**config.mk**
```make
export PLATFORM = sky130hd
export DESIGN_NAME = accum_exec
export DESIGN_NICKNAME = d
export VERILOG_FILES = /design/src/common/accum_exec_pkg.sv /design/src/accum_exec.sv /design/src/reg_space.sv
export VERILOG_INCLUDE_DIRS = /design/src /design/src/common
export SDC_FILE = /design/constraint.sdc
export NUM_CORES = 2
export LEC_CHECK = 0
export BUFFER_PORTS_ARGS = -buffer_cell sky130_fd_sc_hd__buf_2
export CORE_ASPECT_RATIO = 1.25
export CORE_MARGIN = 4
export CORE_UTILIZATION = 40
export CTS_CLUSTER_DIAMETER = 150
export DETAILED_ROUTE_END_ITERATION = 12
export HOLD_SLACK_MARGIN = 0.02
export RECOVER_POWER = 50
export SYNTH_ARGS = -nofsm -noshare
export SYNTH_HDL_FRONTEND = slang
export SYNTH_SLANG_ARGS = --single-unit
```
**constraint.sdc**
```tcl
create_clock -name clk -period 4.3 [get_ports clk]
set_clock_uncertainty 0.05 [all_clocks]
set_input_delay 0.645 -clock clk [delete_from_list [all_inputs] [get_ports clk]]
set_output_delay 0.645 -clock clk [all_outputs]
set_load 0.01 [all_outputs]
```
**src/common/accum_exec_regs.svh**
```systemverilog
// Purpose: constants for the accumulator move/or execute block
// Assumes: 8-bit data path, 256-entry register space
// Notes:   definitions only
`ifndef ACCUM_EXEC_REGS_SVH
`define ACCUM_EXEC_REGS_SVH

`define ACC_RESET_VALUE   8'h00
`define ZERO_RESET_VALUE  1'b0
`define REG_RESET_VALUE   8'h00
`define REG_ADDR_MAX      8'hFF
`define DEST_ACCUM        1'b0
`define DEST_REG          1'b1
`define EXEC_CYCLES       4'h1

`endif

```
**src/common/accum_exec_pkg.sv**
```systemverilog
// Purpose: types for the accumulator move/or execute block
// Assumes: opcodes arrive already decoded from the fetch stage
// Notes:   encodings are local to this block
`default_nettype none
package accum_exec_pkg;

  typedef enum logic [2:0] {
    OP_IDLE_INSTRUCTION      = 3'h0,
    OP_OR_ACCUM_WITH_REG     = 3'h1,
    OP_MOVE_REG_TO_ACCUM     = 3'h2,
    OP_LOAD_LITERAL_TO_ACCUM = 3'h3,
    OP_MOVE_ACCUM_TO_REG     = 3'h4
  } opcode_t;

  typedef enum logic [1:0] {
    ST_READY = 2'h0,
    ST_EXEC  = 2'h1
  } exec_state_t;

endpackage : accum_exec_pkg
`default_nettype wire

```
**src/accum_exec.sv**
```systemverilog
// Purpose: execute idle, or-with-register and the three accumulator moves
// Assumes: fetch stage offers one decoded instruction per clock while instr_valid is high
// Notes:   every instruction retires one clock after it is taken
`timescale 1ns/1ps
`default_nettype none
`include "accum_exec_regs.svh"

module accum_exec (
  input  wire logic                    clk,         // 40 MHz instruction clock
  input  wire logic                    resetn,      // async reset, active low
  input  wire logic                    instr_valid, // decoded instruction offered
  input  wire accum_exec_pkg::opcode_t instr_op,    // decoded operation
  input  wire logic [7:0]              instr_addr,  // register address 0..FFh
  input  wire logic                    instr_dest,  // destination select
  input  wire logic [7:0]              instr_lit,   // 8-bit literal
  input  wire logic [7:0]              dbg_addr,    // register peek address
  output logic                         instr_ready, // can take an instruction
  output logic                         retire,      // one-cycle completion pulse
  output logic [7:0]                   accum,       // accumulator
  output logic                         zero_flag,   // zero flag
  output logic [7:0]                   dbg_data     // registered peek data
);

  // ****************************************************
  // declarations
  // ****************************************************
  logic [7:0]                  acc_ff;
  logic                        zero_ff;
  logic                        retire_ff;
  logic [7:0]                  dbg_ff;
  logic                        ready_ff;
  logic [7:0]                  last_addr_ff;
  accum_exec_pkg::exec_state_t state_ff;
  logic [7:0]                  nxt_acc;
  logic                        nxt_zero;
  logic                        reg_wr;
  logic [7:0]                  reg_wdata;
  logic [7:0]                  reg_rdata;
  logic [7:0]                  dbg_rdata;
  logic [7:0]                  or_result;
  logic                        take;

  function automatic logic is_zero(input logic [7:0] v);
    is_zero = (v == 8'h00);
  endfunction : is_zero

  assign take      = instr_valid && (state_ff == accum_exec_pkg::ST_READY);
  assign or_result = acc_ff | reg_rdata;

  // ****************************************************
  // register space
  // ****************************************************
  // second read port only for observation; shares the write port
  reg_space u_regs (
    .clk     (clk),
    .resetn  (resetn),
    .wr_en   (reg_wr),
    .wr_addr (instr_addr),
    .wr_data (reg_wdata),
    .rd_addr (instr_addr),
    .rd_data (reg_rdata)
  );

  reg_space u_shadow (
    .clk     (clk),
    .resetn  (resetn),
    .wr_en   (reg_wr),
    .wr_addr (instr_addr),
    .wr_data (reg_wdata),
    .rd_addr (dbg_addr),
    .rd_data (dbg_rdata)
  );

  // ****************************************************
  // execute decode
  // ****************************************************
  always_comb begin
    nxt_acc   = acc_ff;
    nxt_zero  = zero_ff;
    reg_wr    = 1'b0;
    reg_wdata = acc_ff;
    if (take) begin
      case (instr_op)
        accum_exec_pkg::OP_OR_ACCUM_WITH_REG: begin
          nxt_zero = is_zero(or_result);
          if (instr_dest == `DEST_ACCUM) begin
            nxt_acc = or_result;
          end else begin
            reg_wr    = 1'b1;
            reg_wdata = or_result;
          end
        end
        accum_exec_pkg::OP_MOVE_REG_TO_ACCUM: begin
          nxt_acc = reg_rdata;
        end
        accum_exec_pkg::OP_LOAD_LITERAL_TO_ACCUM: begin
          nxt_acc = instr_lit;
        end
        accum_exec_pkg::OP_MOVE_ACCUM_TO_REG: begin
          reg_wr    = 1'b1;
          reg_wdata = acc_ff;
        end
        accum_exec_pkg::OP_IDLE_INSTRUCTION: begin
          nxt_acc = acc_ff;
        end
        default: begin
          nxt_acc = acc_ff;
        end
      endcase
    end
  end

  // ****************************************************
  // state
  // ****************************************************
  always_ff @(posedge clk or negedge resetn) begin
    if (!resetn) begin
      acc_ff  <= `ACC_RESET_VALUE;
      zero_ff <= `ZERO_RESET_VALUE;
    end else begin
      acc_ff  <= nxt_acc;
      zero_ff <= nxt_zero;
    end
  end

  // single state: every instruction takes one cycle, no stall
  always_ff @(posedge clk or negedge resetn) begin
    if (!resetn) begin
      state_ff <= accum_exec_pkg::ST_READY;
    end else begin
      case (state_ff)
        accum_exec_pkg::ST_READY: state_ff <= accum_exec_pkg::ST_READY;
        default:                  state_ff <= accum_exec_pkg::ST_READY;
      endcase
    end
  end

  always_ff @(posedge clk or negedge resetn) begin
    if (!resetn) begin
      retire_ff <= 1'b0;
    end else begin
      retire_ff <= take;
    end
  end

  always_ff @(posedge clk or negedge resetn) begin
    if (!resetn) begin
      dbg_ff <= `REG_RESET_VALUE;
    end else begin
      dbg_ff <= dbg_rdata;
    end
  end

  // registered so the port comes straight from a flip-flop
  always_ff @(posedge clk or negedge resetn) begin
    if (!resetn) begin
      ready_ff <= 1'b1;
    end else begin
      ready_ff <= (state_ff == accum_exec_pkg::ST_READY);
    end
  end

  // address of the instruction just taken; the fetch stage moves on
  // before a write-back can be looked at through the read port
  always_ff @(posedge clk or negedge resetn) begin
    if (!resetn) begin
      last_addr_ff <= 8'h00;
    end else begin
      last_addr_ff <= instr_addr;
    end
  end

  assign accum       = acc_ff;
  assign zero_flag   = zero_ff;
  assign retire      = retire_ff;
  assign dbg_data    = dbg_ff;
  assign instr_ready = ready_ff;

  // ****************************************************
  // checks
  // ****************************************************
  chk_or_to_accum: assert property (@(posedge clk) disable iff (!resetn)
    take && instr_op == accum_exec_pkg::OP_OR_ACCUM_WITH_REG && !instr_dest
    |=> accum == $past(acc_ff | reg_rdata))
    else $error("or to accumulator wrong");

  chk_or_to_reg: assert property (@(posedge clk) disable iff (!resetn)
    take && instr_op == accum_exec_pkg::OP_OR_ACCUM_WITH_REG && instr_dest
    |=> accum == $past(acc_ff) && u_regs.mem_ff[last_addr_ff] == $past(or_result))
    else $error("or to register wrong");

  chk_zero_flag: assert property (@(posedge clk) disable iff (!resetn)
    take && instr_op == accum_exec_pkg::OP_OR_ACCUM_WITH_REG
    |=> zero_flag == ($past(or_result) == 8'h00))
    else $error("zero flag wrong");

  chk_move_to_accum: assert property (@(posedge clk) disable iff (!resetn)
    take && instr_op == accum_exec_pkg::OP_MOVE_REG_TO_ACCUM
    |=> accum == $past(reg_rdata) && $stable(zero_flag))
    else $error("move to accumulator wrong");

  chk_literal_load: assert property (@(posedge clk) disable iff (!resetn)
    take && instr_op == accum_exec_pkg::OP_LOAD_LITERAL_TO_ACCUM
    |=> accum == $past(instr_lit) && $stable(zero_flag))
    else $error("literal load wrong");

  chk_move_to_reg: assert property (@(posedge clk) disable iff (!resetn)
    take && instr_op == accum_exec_pkg::OP_MOVE_ACCUM_TO_REG
    |=> u_regs.mem_ff[last_addr_ff] == $past(acc_ff) && $stable(accum) && $stable(zero_flag))
    else $error("move to register wrong");

  chk_idle_quiet: assert property (@(posedge clk) disable iff (!resetn)
    take && instr_op == accum_exec_pkg::OP_IDLE_INSTRUCTION
    |=> $stable(accum) && $stable(zero_flag) && retire)
    else $error("idle changed state");

  chk_one_cycle: assert property (@(posedge clk) disable iff (!resetn)
    take |=> retire ##1 (retire == $past(take)))
    else $error("retire not one cycle");

endmodule : accum_exec
`default_nettype wire

```
**src/reg_space.sv**
```systemverilog
// Purpose: 256 x 8 data-memory register space
// Assumes: one write port, one combinational read port
// Notes:   write takes effect at the clock edge
`timescale 1ns/1ps
`default_nettype none
`include "accum_exec_regs.svh"

module reg_space (
  input  wire logic       clk,     // instruction clock
  input  wire logic       resetn,  // async reset, active low
  input  wire logic       wr_en,   // write strobe
  input  wire logic [7:0] wr_addr, // write address
  input  wire logic [7:0] wr_data, // write data
  input  wire logic [7:0] rd_addr, // read address
  output logic      [7:0] rd_data  // read data
);

  logic [7:0] mem_ff [0:255];

  always_ff @(posedge clk or negedge resetn) begin
    if (!resetn) begin
      for (int i = 0; i < 256; i++) begin
        mem_ff[i] <= `REG_RESET_VALUE;
      end
    end else if (wr_en) begin
      mem_ff[wr_addr] <= wr_data;
    end
  end

  assign rd_data = mem_ff[rd_addr];

endmodule : reg_space
`default_nettype wire

```
# Word level (Yosys, flattened, before mapping)
# Index checks and enable logic that the tools add are counted.
# W data, S select, Z words.
# word_totals
regBits,4114
in_bits,31
output_inout_bits,19
wordCells,550
# classes
order_cmp,3
n_eq_ne,5
n_mux,18
n_bitwise,3
n_reduce_logical,5
# op_table
op,n
$bwmux W2048,2
$bmux W8 S8,2
$mux W8,9
$demux W8 S8,1
$pmux W8 S3,1
$ge A9 B9 Y1 const B,2
$not A8 Y9,2
$lt A9 B1 Y1 const B,1
$logic_not A8 Y1,1
$or A8 B8 Y8,1
$eq A3 B2 Y1 const B,2
$eq A3 B1 Y1 const B,1
$eq A3 B3 Y1 const B,1
$reduce_and A3 Y1,1
$reduce_bool A3 Y1,1
$mux W1,2
$ne A2 B2 Y1 const B,1
$pmux W1 S2,1
$reduce_and A2 Y1,1
$logic_and A1 B1 Y1,1

# Depth between registers and ports, before layout
# logic_depth
word_depth,9
depth_mapped,17
mapped_depth_nobuf,8

# Hierarchy
# Synthesis repeated with hierarchy kept, for this count alone.
# unflattened
cells_unflattened,12222
area_unflattened_um2,187768.8
# by_module_without_submodules
mod,n_inst,cells_per_inst,area_per_inst_um2
reg_space,2,6068,93414.6
accum_exec,1,86,939.7

# Worst setup path after synthesis
# No wires, ideal clock.
# synth_path
path_type,input port to flip-flop
start,in instr_addr[1]
end,reg u_regs.mem_ff[1767] in the netlist's numbering
t_arrival_ns,3.709
required_time_ns,4.117
slack_ns,0.408
path_stages,15
path_buffers,8
cell_sequence,buf_2 -> buf_2 -> clkbuf_1 -> buf_1 -> buf_2 -> mux4_2 -> a22oi_1 -> a21oi_1 -> o41ai_2 -> nand3b_2 -> a31oi_4 -> buf_6 -> buf_12 -> buf_12 -> a21oi_2
# synth_between
elab_chain_len,9
elab_cells_between_ends,14
cone_classes,order compare (2); mux (9); bitwise (2); reduce/logical (1)
# synth_lines
element,line_no,rtl
start: declaration,accum_exec.sv:13,"input wire logic [7:0] instr_addr,"
$not A8 Y9 (implied by the code) (*),"reg_space.sv:26, reg_space.sv:30",
$bmux W8 S8,reg_space.sv:30,assign rd_data = mem_ff[rd_addr];
$mux W8 (implied by the code) (2 in series),reg_space.sv:30,
$or A8 B8 Y8,accum_exec.sv:48,assign or_result = acc_ff | reg_rdata;
$mux W8,accum_exec.sv:86,if (instr_dest == `DEST_ACCUM) begin
$mux W8,accum_exec.sv:83,case (instr_op)
$mux W8,accum_exec.sv:82,if (take) begin
$bwmux W2048 (*),reg_space.sv:26,mem_ff[wr_addr] <= wr_data;
end signal: indexed assignment,reg_space.sv:23,mem_ff[i] <= `REG_RESET_VALUE;
end signal: indexed assignment,reg_space.sv:26,
end: declaration,reg_space.sv:18,logic [7:0] mem_ff [0:255];
# Every way passes the cells marked *; elsewhere a longest branch is shown, timed or not. The select of a mux whose other input is x is not followed.
# A chain may end at the register's enable or synchronous reset.

# Worst setup path in the final report
# layout_path
start,in instr_addr[0]
end,reg u_regs.mem_ff[2] in the netlist's numbering
# The elaborated chain is that of the path after synthesis.

==> results.sh <==
export IMPL_synth_cells=9149
export IMPL_clk_path_buf_depth=4
export IMPL_ios=50
export IMPL_fin_area_um2=121500
export IMPL_area_growth_pct=14.65
export IMPL_p_clk_share_pct=43.4
export IMPL_p_leak_nw=51.10
export IMPL_maxCapViolations=3
export IMPL_switching_share_pct=26.78
export IMPL_finalSetupViolations=0
export IMPL_synthesis_area_um2=106000
export IMPL_clk_latency_ps=910
export IMPL_drtPass1Iterations=8
export IMPL_timing_rr_end="u_regs.mem_ff[451]$_DFFE_PN0P_"
export IMPL_drc=0
export IMPL_grt_pass1_wl_mm=559.4
export IMPL_status="finished, violations left"
export IMPL_grt_overflow=0
export IMPL_arrival_ps=4950
export IMPL_fmax_mhz=233.9
export IMPL_yosysUniqueCellTypes=69
export IMPL_cp_slowest_cell="a211oi_2"
export IMPL_rows=211
export IMPL_relSlewSlack_pct=-66.73
export IMPL_tritoncts="built"
export IMPL_ys_seq_area_share_pct=48.79
export IMPL_regToRegStartpoint="u_regs.mem_ff[483]$_DFFE_PN0P_"
export IMPL_ys_flop_type="dfrtp_1"
export IMPL_startpoint_type="primary input"
export IMPL_worst_pin_slew_ps=2501
export IMPL_die_area_um2=273300
export IMPL_die_w_um=468.4
export IMPL_yosysWarnings=0
export IMPL_core_area_um2=264000
export IMPL_yosys_top_cells_area="dfrtp_1 (49%), mux4_2 (25%), o21ai_0 (7.1%)"
export IMPL_dr_total_vias=79940
export IMPL_slowest_delay_ps=660
export IMPL_endpoint_kind="register"
export IMPL_internal_power_w=0.03305
export IMPL_wl_per_cell_um=29.21
export IMPL_peakVddDrop_mv=0.3651
export IMPL_crit_type="primary input to register"
export IMPL_routed_wirelength_mm=379.1
export IMPL_powerDensity_nw_per_um2=371.5
export IMPL_hpwlAfterDp_mm=270.0
export IMPL_grt_antenna_before_repair=23
export IMPL_min_period_ps=4275
export IMPL_comb_power_share_pct=12.3
export IMPL_place_inst=12560
export IMPL_p_switching_w=0.01209
export IMPL_rsz0062_at_grt="false"
export IMPL_cp_required_ps=4980
export IMPL_syn_avg_cell_area_um2=11.58
export IMPL_hold_violations=0
export IMPL_post_dp_cell_area_um2=114300
export IMPL_path_common_cell="buf_4"
export IMPL_async_flop_share_pct=100.0
export IMPL_io_buffers=48
export IMPL_track_usage_pct=27.74
export IMPL_crit_start="instr_addr[0]"
export IMPL_ys_ff_latch=2066
export IMPL_gp_congestion=0.9880
export IMPL_crit_path_end="u_regs.mem_ff[2]$_DFFE_PN0P_"
export IMPL_path_clk_slew_ps=60
export IMPL_yosysTopAreaCell="dfrtp_1"
export IMPL_synthesis_nets=9180
export IMPL_cts_buffers=213
export IMPL_crit_fanout=67
export IMPL_layout_common_cells="dfrtp_1 (2066), nand2_1 (1792), o21ai_0 (1509)"
export IMPL_root_buffer="clkbuf_16"
export IMPL_grt_start_max_net_pins=173
export IMPL_holdCritPathClass="primary input to register"
export IMPL_instances_no_fill=12980
export IMPL_synth_top_cell_area_share_pct=48.79
export IMPL_reg2reg_slack_ps=110
export IMPL_seq_power_share_pct=44.3
export IMPL_die_h_um=583.5
export IMPL_cts_htree_levels=4
export IMPL_ant_nets=0
export IMPL_worstRegToRegCells=10
export IMPL_final_common_cell="dfrtp_1"
export IMPL_grt_pass1_vias=80250
export IMPL_fin_crit_sh_pct=99.42
export IMPL_drtIter0Drc=8662
export IMPL_drt_vias_per_instance=6.159
export IMPL_drive_gt1_share_pct=25.20
export IMPL_fin_tns_setup_ps=0
export IMPL_violations="capacitance limit, slew limit"
export IMPL_cts_sinks=2066
export IMPL_nets=9301
export IMPL_crit_chain="buf_8 > buf_4 > buf_12 > buf_4 > mux4_2 > o22ai_1 > nor2_1 > o211ai_1 > buf_4 > a31oi_1 > a211oi_2 > o21ba_4 > buf_12 > o21ai_0"
export IMPL_final_max_slew_violation_count=443
export IMPL_start_util_pct=40.14
export IMPL_synth_edf_count=0
==> per-stage QoR <==
step | util, % | setup slack [ps] | total power, W | hold WS [ps]
2_1_floorplan | - | 407.7 | 0.02324 | 299.4
3_3_place_gp | 43.30 | -918.5 | 0.02576 | 422.1
3_5_place_dp | 43.30 | -994.9 | 0.02585 | 435.1
4_1_cts | 46.07 | 109.8 | 0.04534 | 34.82
5_1_grt | 46.00 | 55.22 | 0.04649 | 62.39
6_report | 46.02 | 25.14 | 0.04514 | 50.26
==> cells by family (layout without fill, tap and decap cells) <==
| family | after synthesis | count (layout) | synth area share, % |
|---|---|---|---|
| compound gates | 2402 | 2402 | 12.20 |
| simple gates | 2535 | 2535 | 9.291 |
| buf+inv | 879 | 1162 | 3.776 |
| other cells | 1 | 35 | 0.003539 |
| flops | 2066 | 2066 | 48.79 |
| mux | 1266 | 1266 | 25.94 |
==> synth_stat cells (all sizes together) (5+ instances only) <==
cell,n
nor4b,5
o22ai,14
a31oi,10
nor2b,15
nand2,1792
o22a,8
clkbuf,609
inv,12
nor4,21
dfrtp,2066
nor2,615
a22oi,156
nand3,21
nor3,20
a211oi,12
nand4,9
a2111oi,7
buf,257
o21ai,1545
mux4,1184
a221oi,9
a22o,6
a21oi,597
mux2i,78
nand2b,11
o211ai,5
o21ba,7
==> worst min-delay path by stage <==
stage / startpoint / end / slack (ps) / cells after the start
global placement: u_regs.mem_ff[362]$_DFFE_PN0P_ / u_regs.mem_ff[362]$_DFFE_PN0P_ / 420 / 2
global route: instr_lit[7] / accum[7]$_DFFE_PN0P_ / 60 / 3
finish: instr_lit[7] / accum[7]$_DFFE_PN0P_ / 50 / 3
floorplan: resetn / accum[0]$_DFFE_PN0P_ / 300 / 0
CTS: instr_lit[7] / accum[7]$_DFFE_PN0P_ / 30 / 3
detailed placement: u_regs.mem_ff[1417]$_DFFE_PN0P_ / u_regs.mem_ff[1417]$_DFFE_PN0P_ / 440 / 2
==> state kept, by name (all words and copies together), names as in the netlist <==
register         flops
u_regs.mem_ff     1884
u_shadow.mem_ff    164
accum                8
dbg_data             8
retire               1
zero_flag            1
==> metal layers <==
layer	global-route usage, %	wire, um	vias to the layer above
met3	5.845	31020	1200
met5	0.5348	297	-
li1	-	-	33800
met2	43.30	177700	3924
met4	20.59	33710	16
met1	34.02	136400	41000
==> critical path: cells and delay by family <==
| kind | cells | cell delay, ps |
|---|---|---|
| compound gates | 6 | 2000 |
| buf+inv | 6 | 1510 |
| simple gates | 1 | 80 |
| mux | 1 | 560 |
==> repair_timing <==
| item | 4_1_cts | 5_1_grt |
|---|---|---|
| setup buffers | 0 | 1 |
| resized for setup | 1 | 0 |
| hold buffers | 4 | 0 |
| endpoints found under the hold margin | 43 | 0 |
| pin swaps | 0 | 0 |
| endpoints found under the setup margin | 83 | 3 |
| cloned | 0 | 0 |
==> cell type report <==
type                    instances  area [um2]
fillers                     23770      142500
flip-flops and latches       2066       51700
multi-input cells            6204       50520
repair buffers                772        7495
clock buffers                 289        6068
well taps                    3514        4397
clock inverters                88        1181
diodes                         34       85.08
inverters                      13       50.05
==> power by group through the flow <==
stage | logic (W) | clock network (W) | registers [W]
floorplan | 0.00296 | 0 | 0.0203
detailed placement | 0.00550 | 0 | 0.0204
global placement | 0.00544 | 0 | 0.0203
finish | 0.00553 | 0.0196 | 0.0200
global route | 0.00584 | 0.0206 | 0.0200
CTS | 0.00551 | 0.0198 | 0.0200
Note: power is estimated with default switching activity, not from simulation.
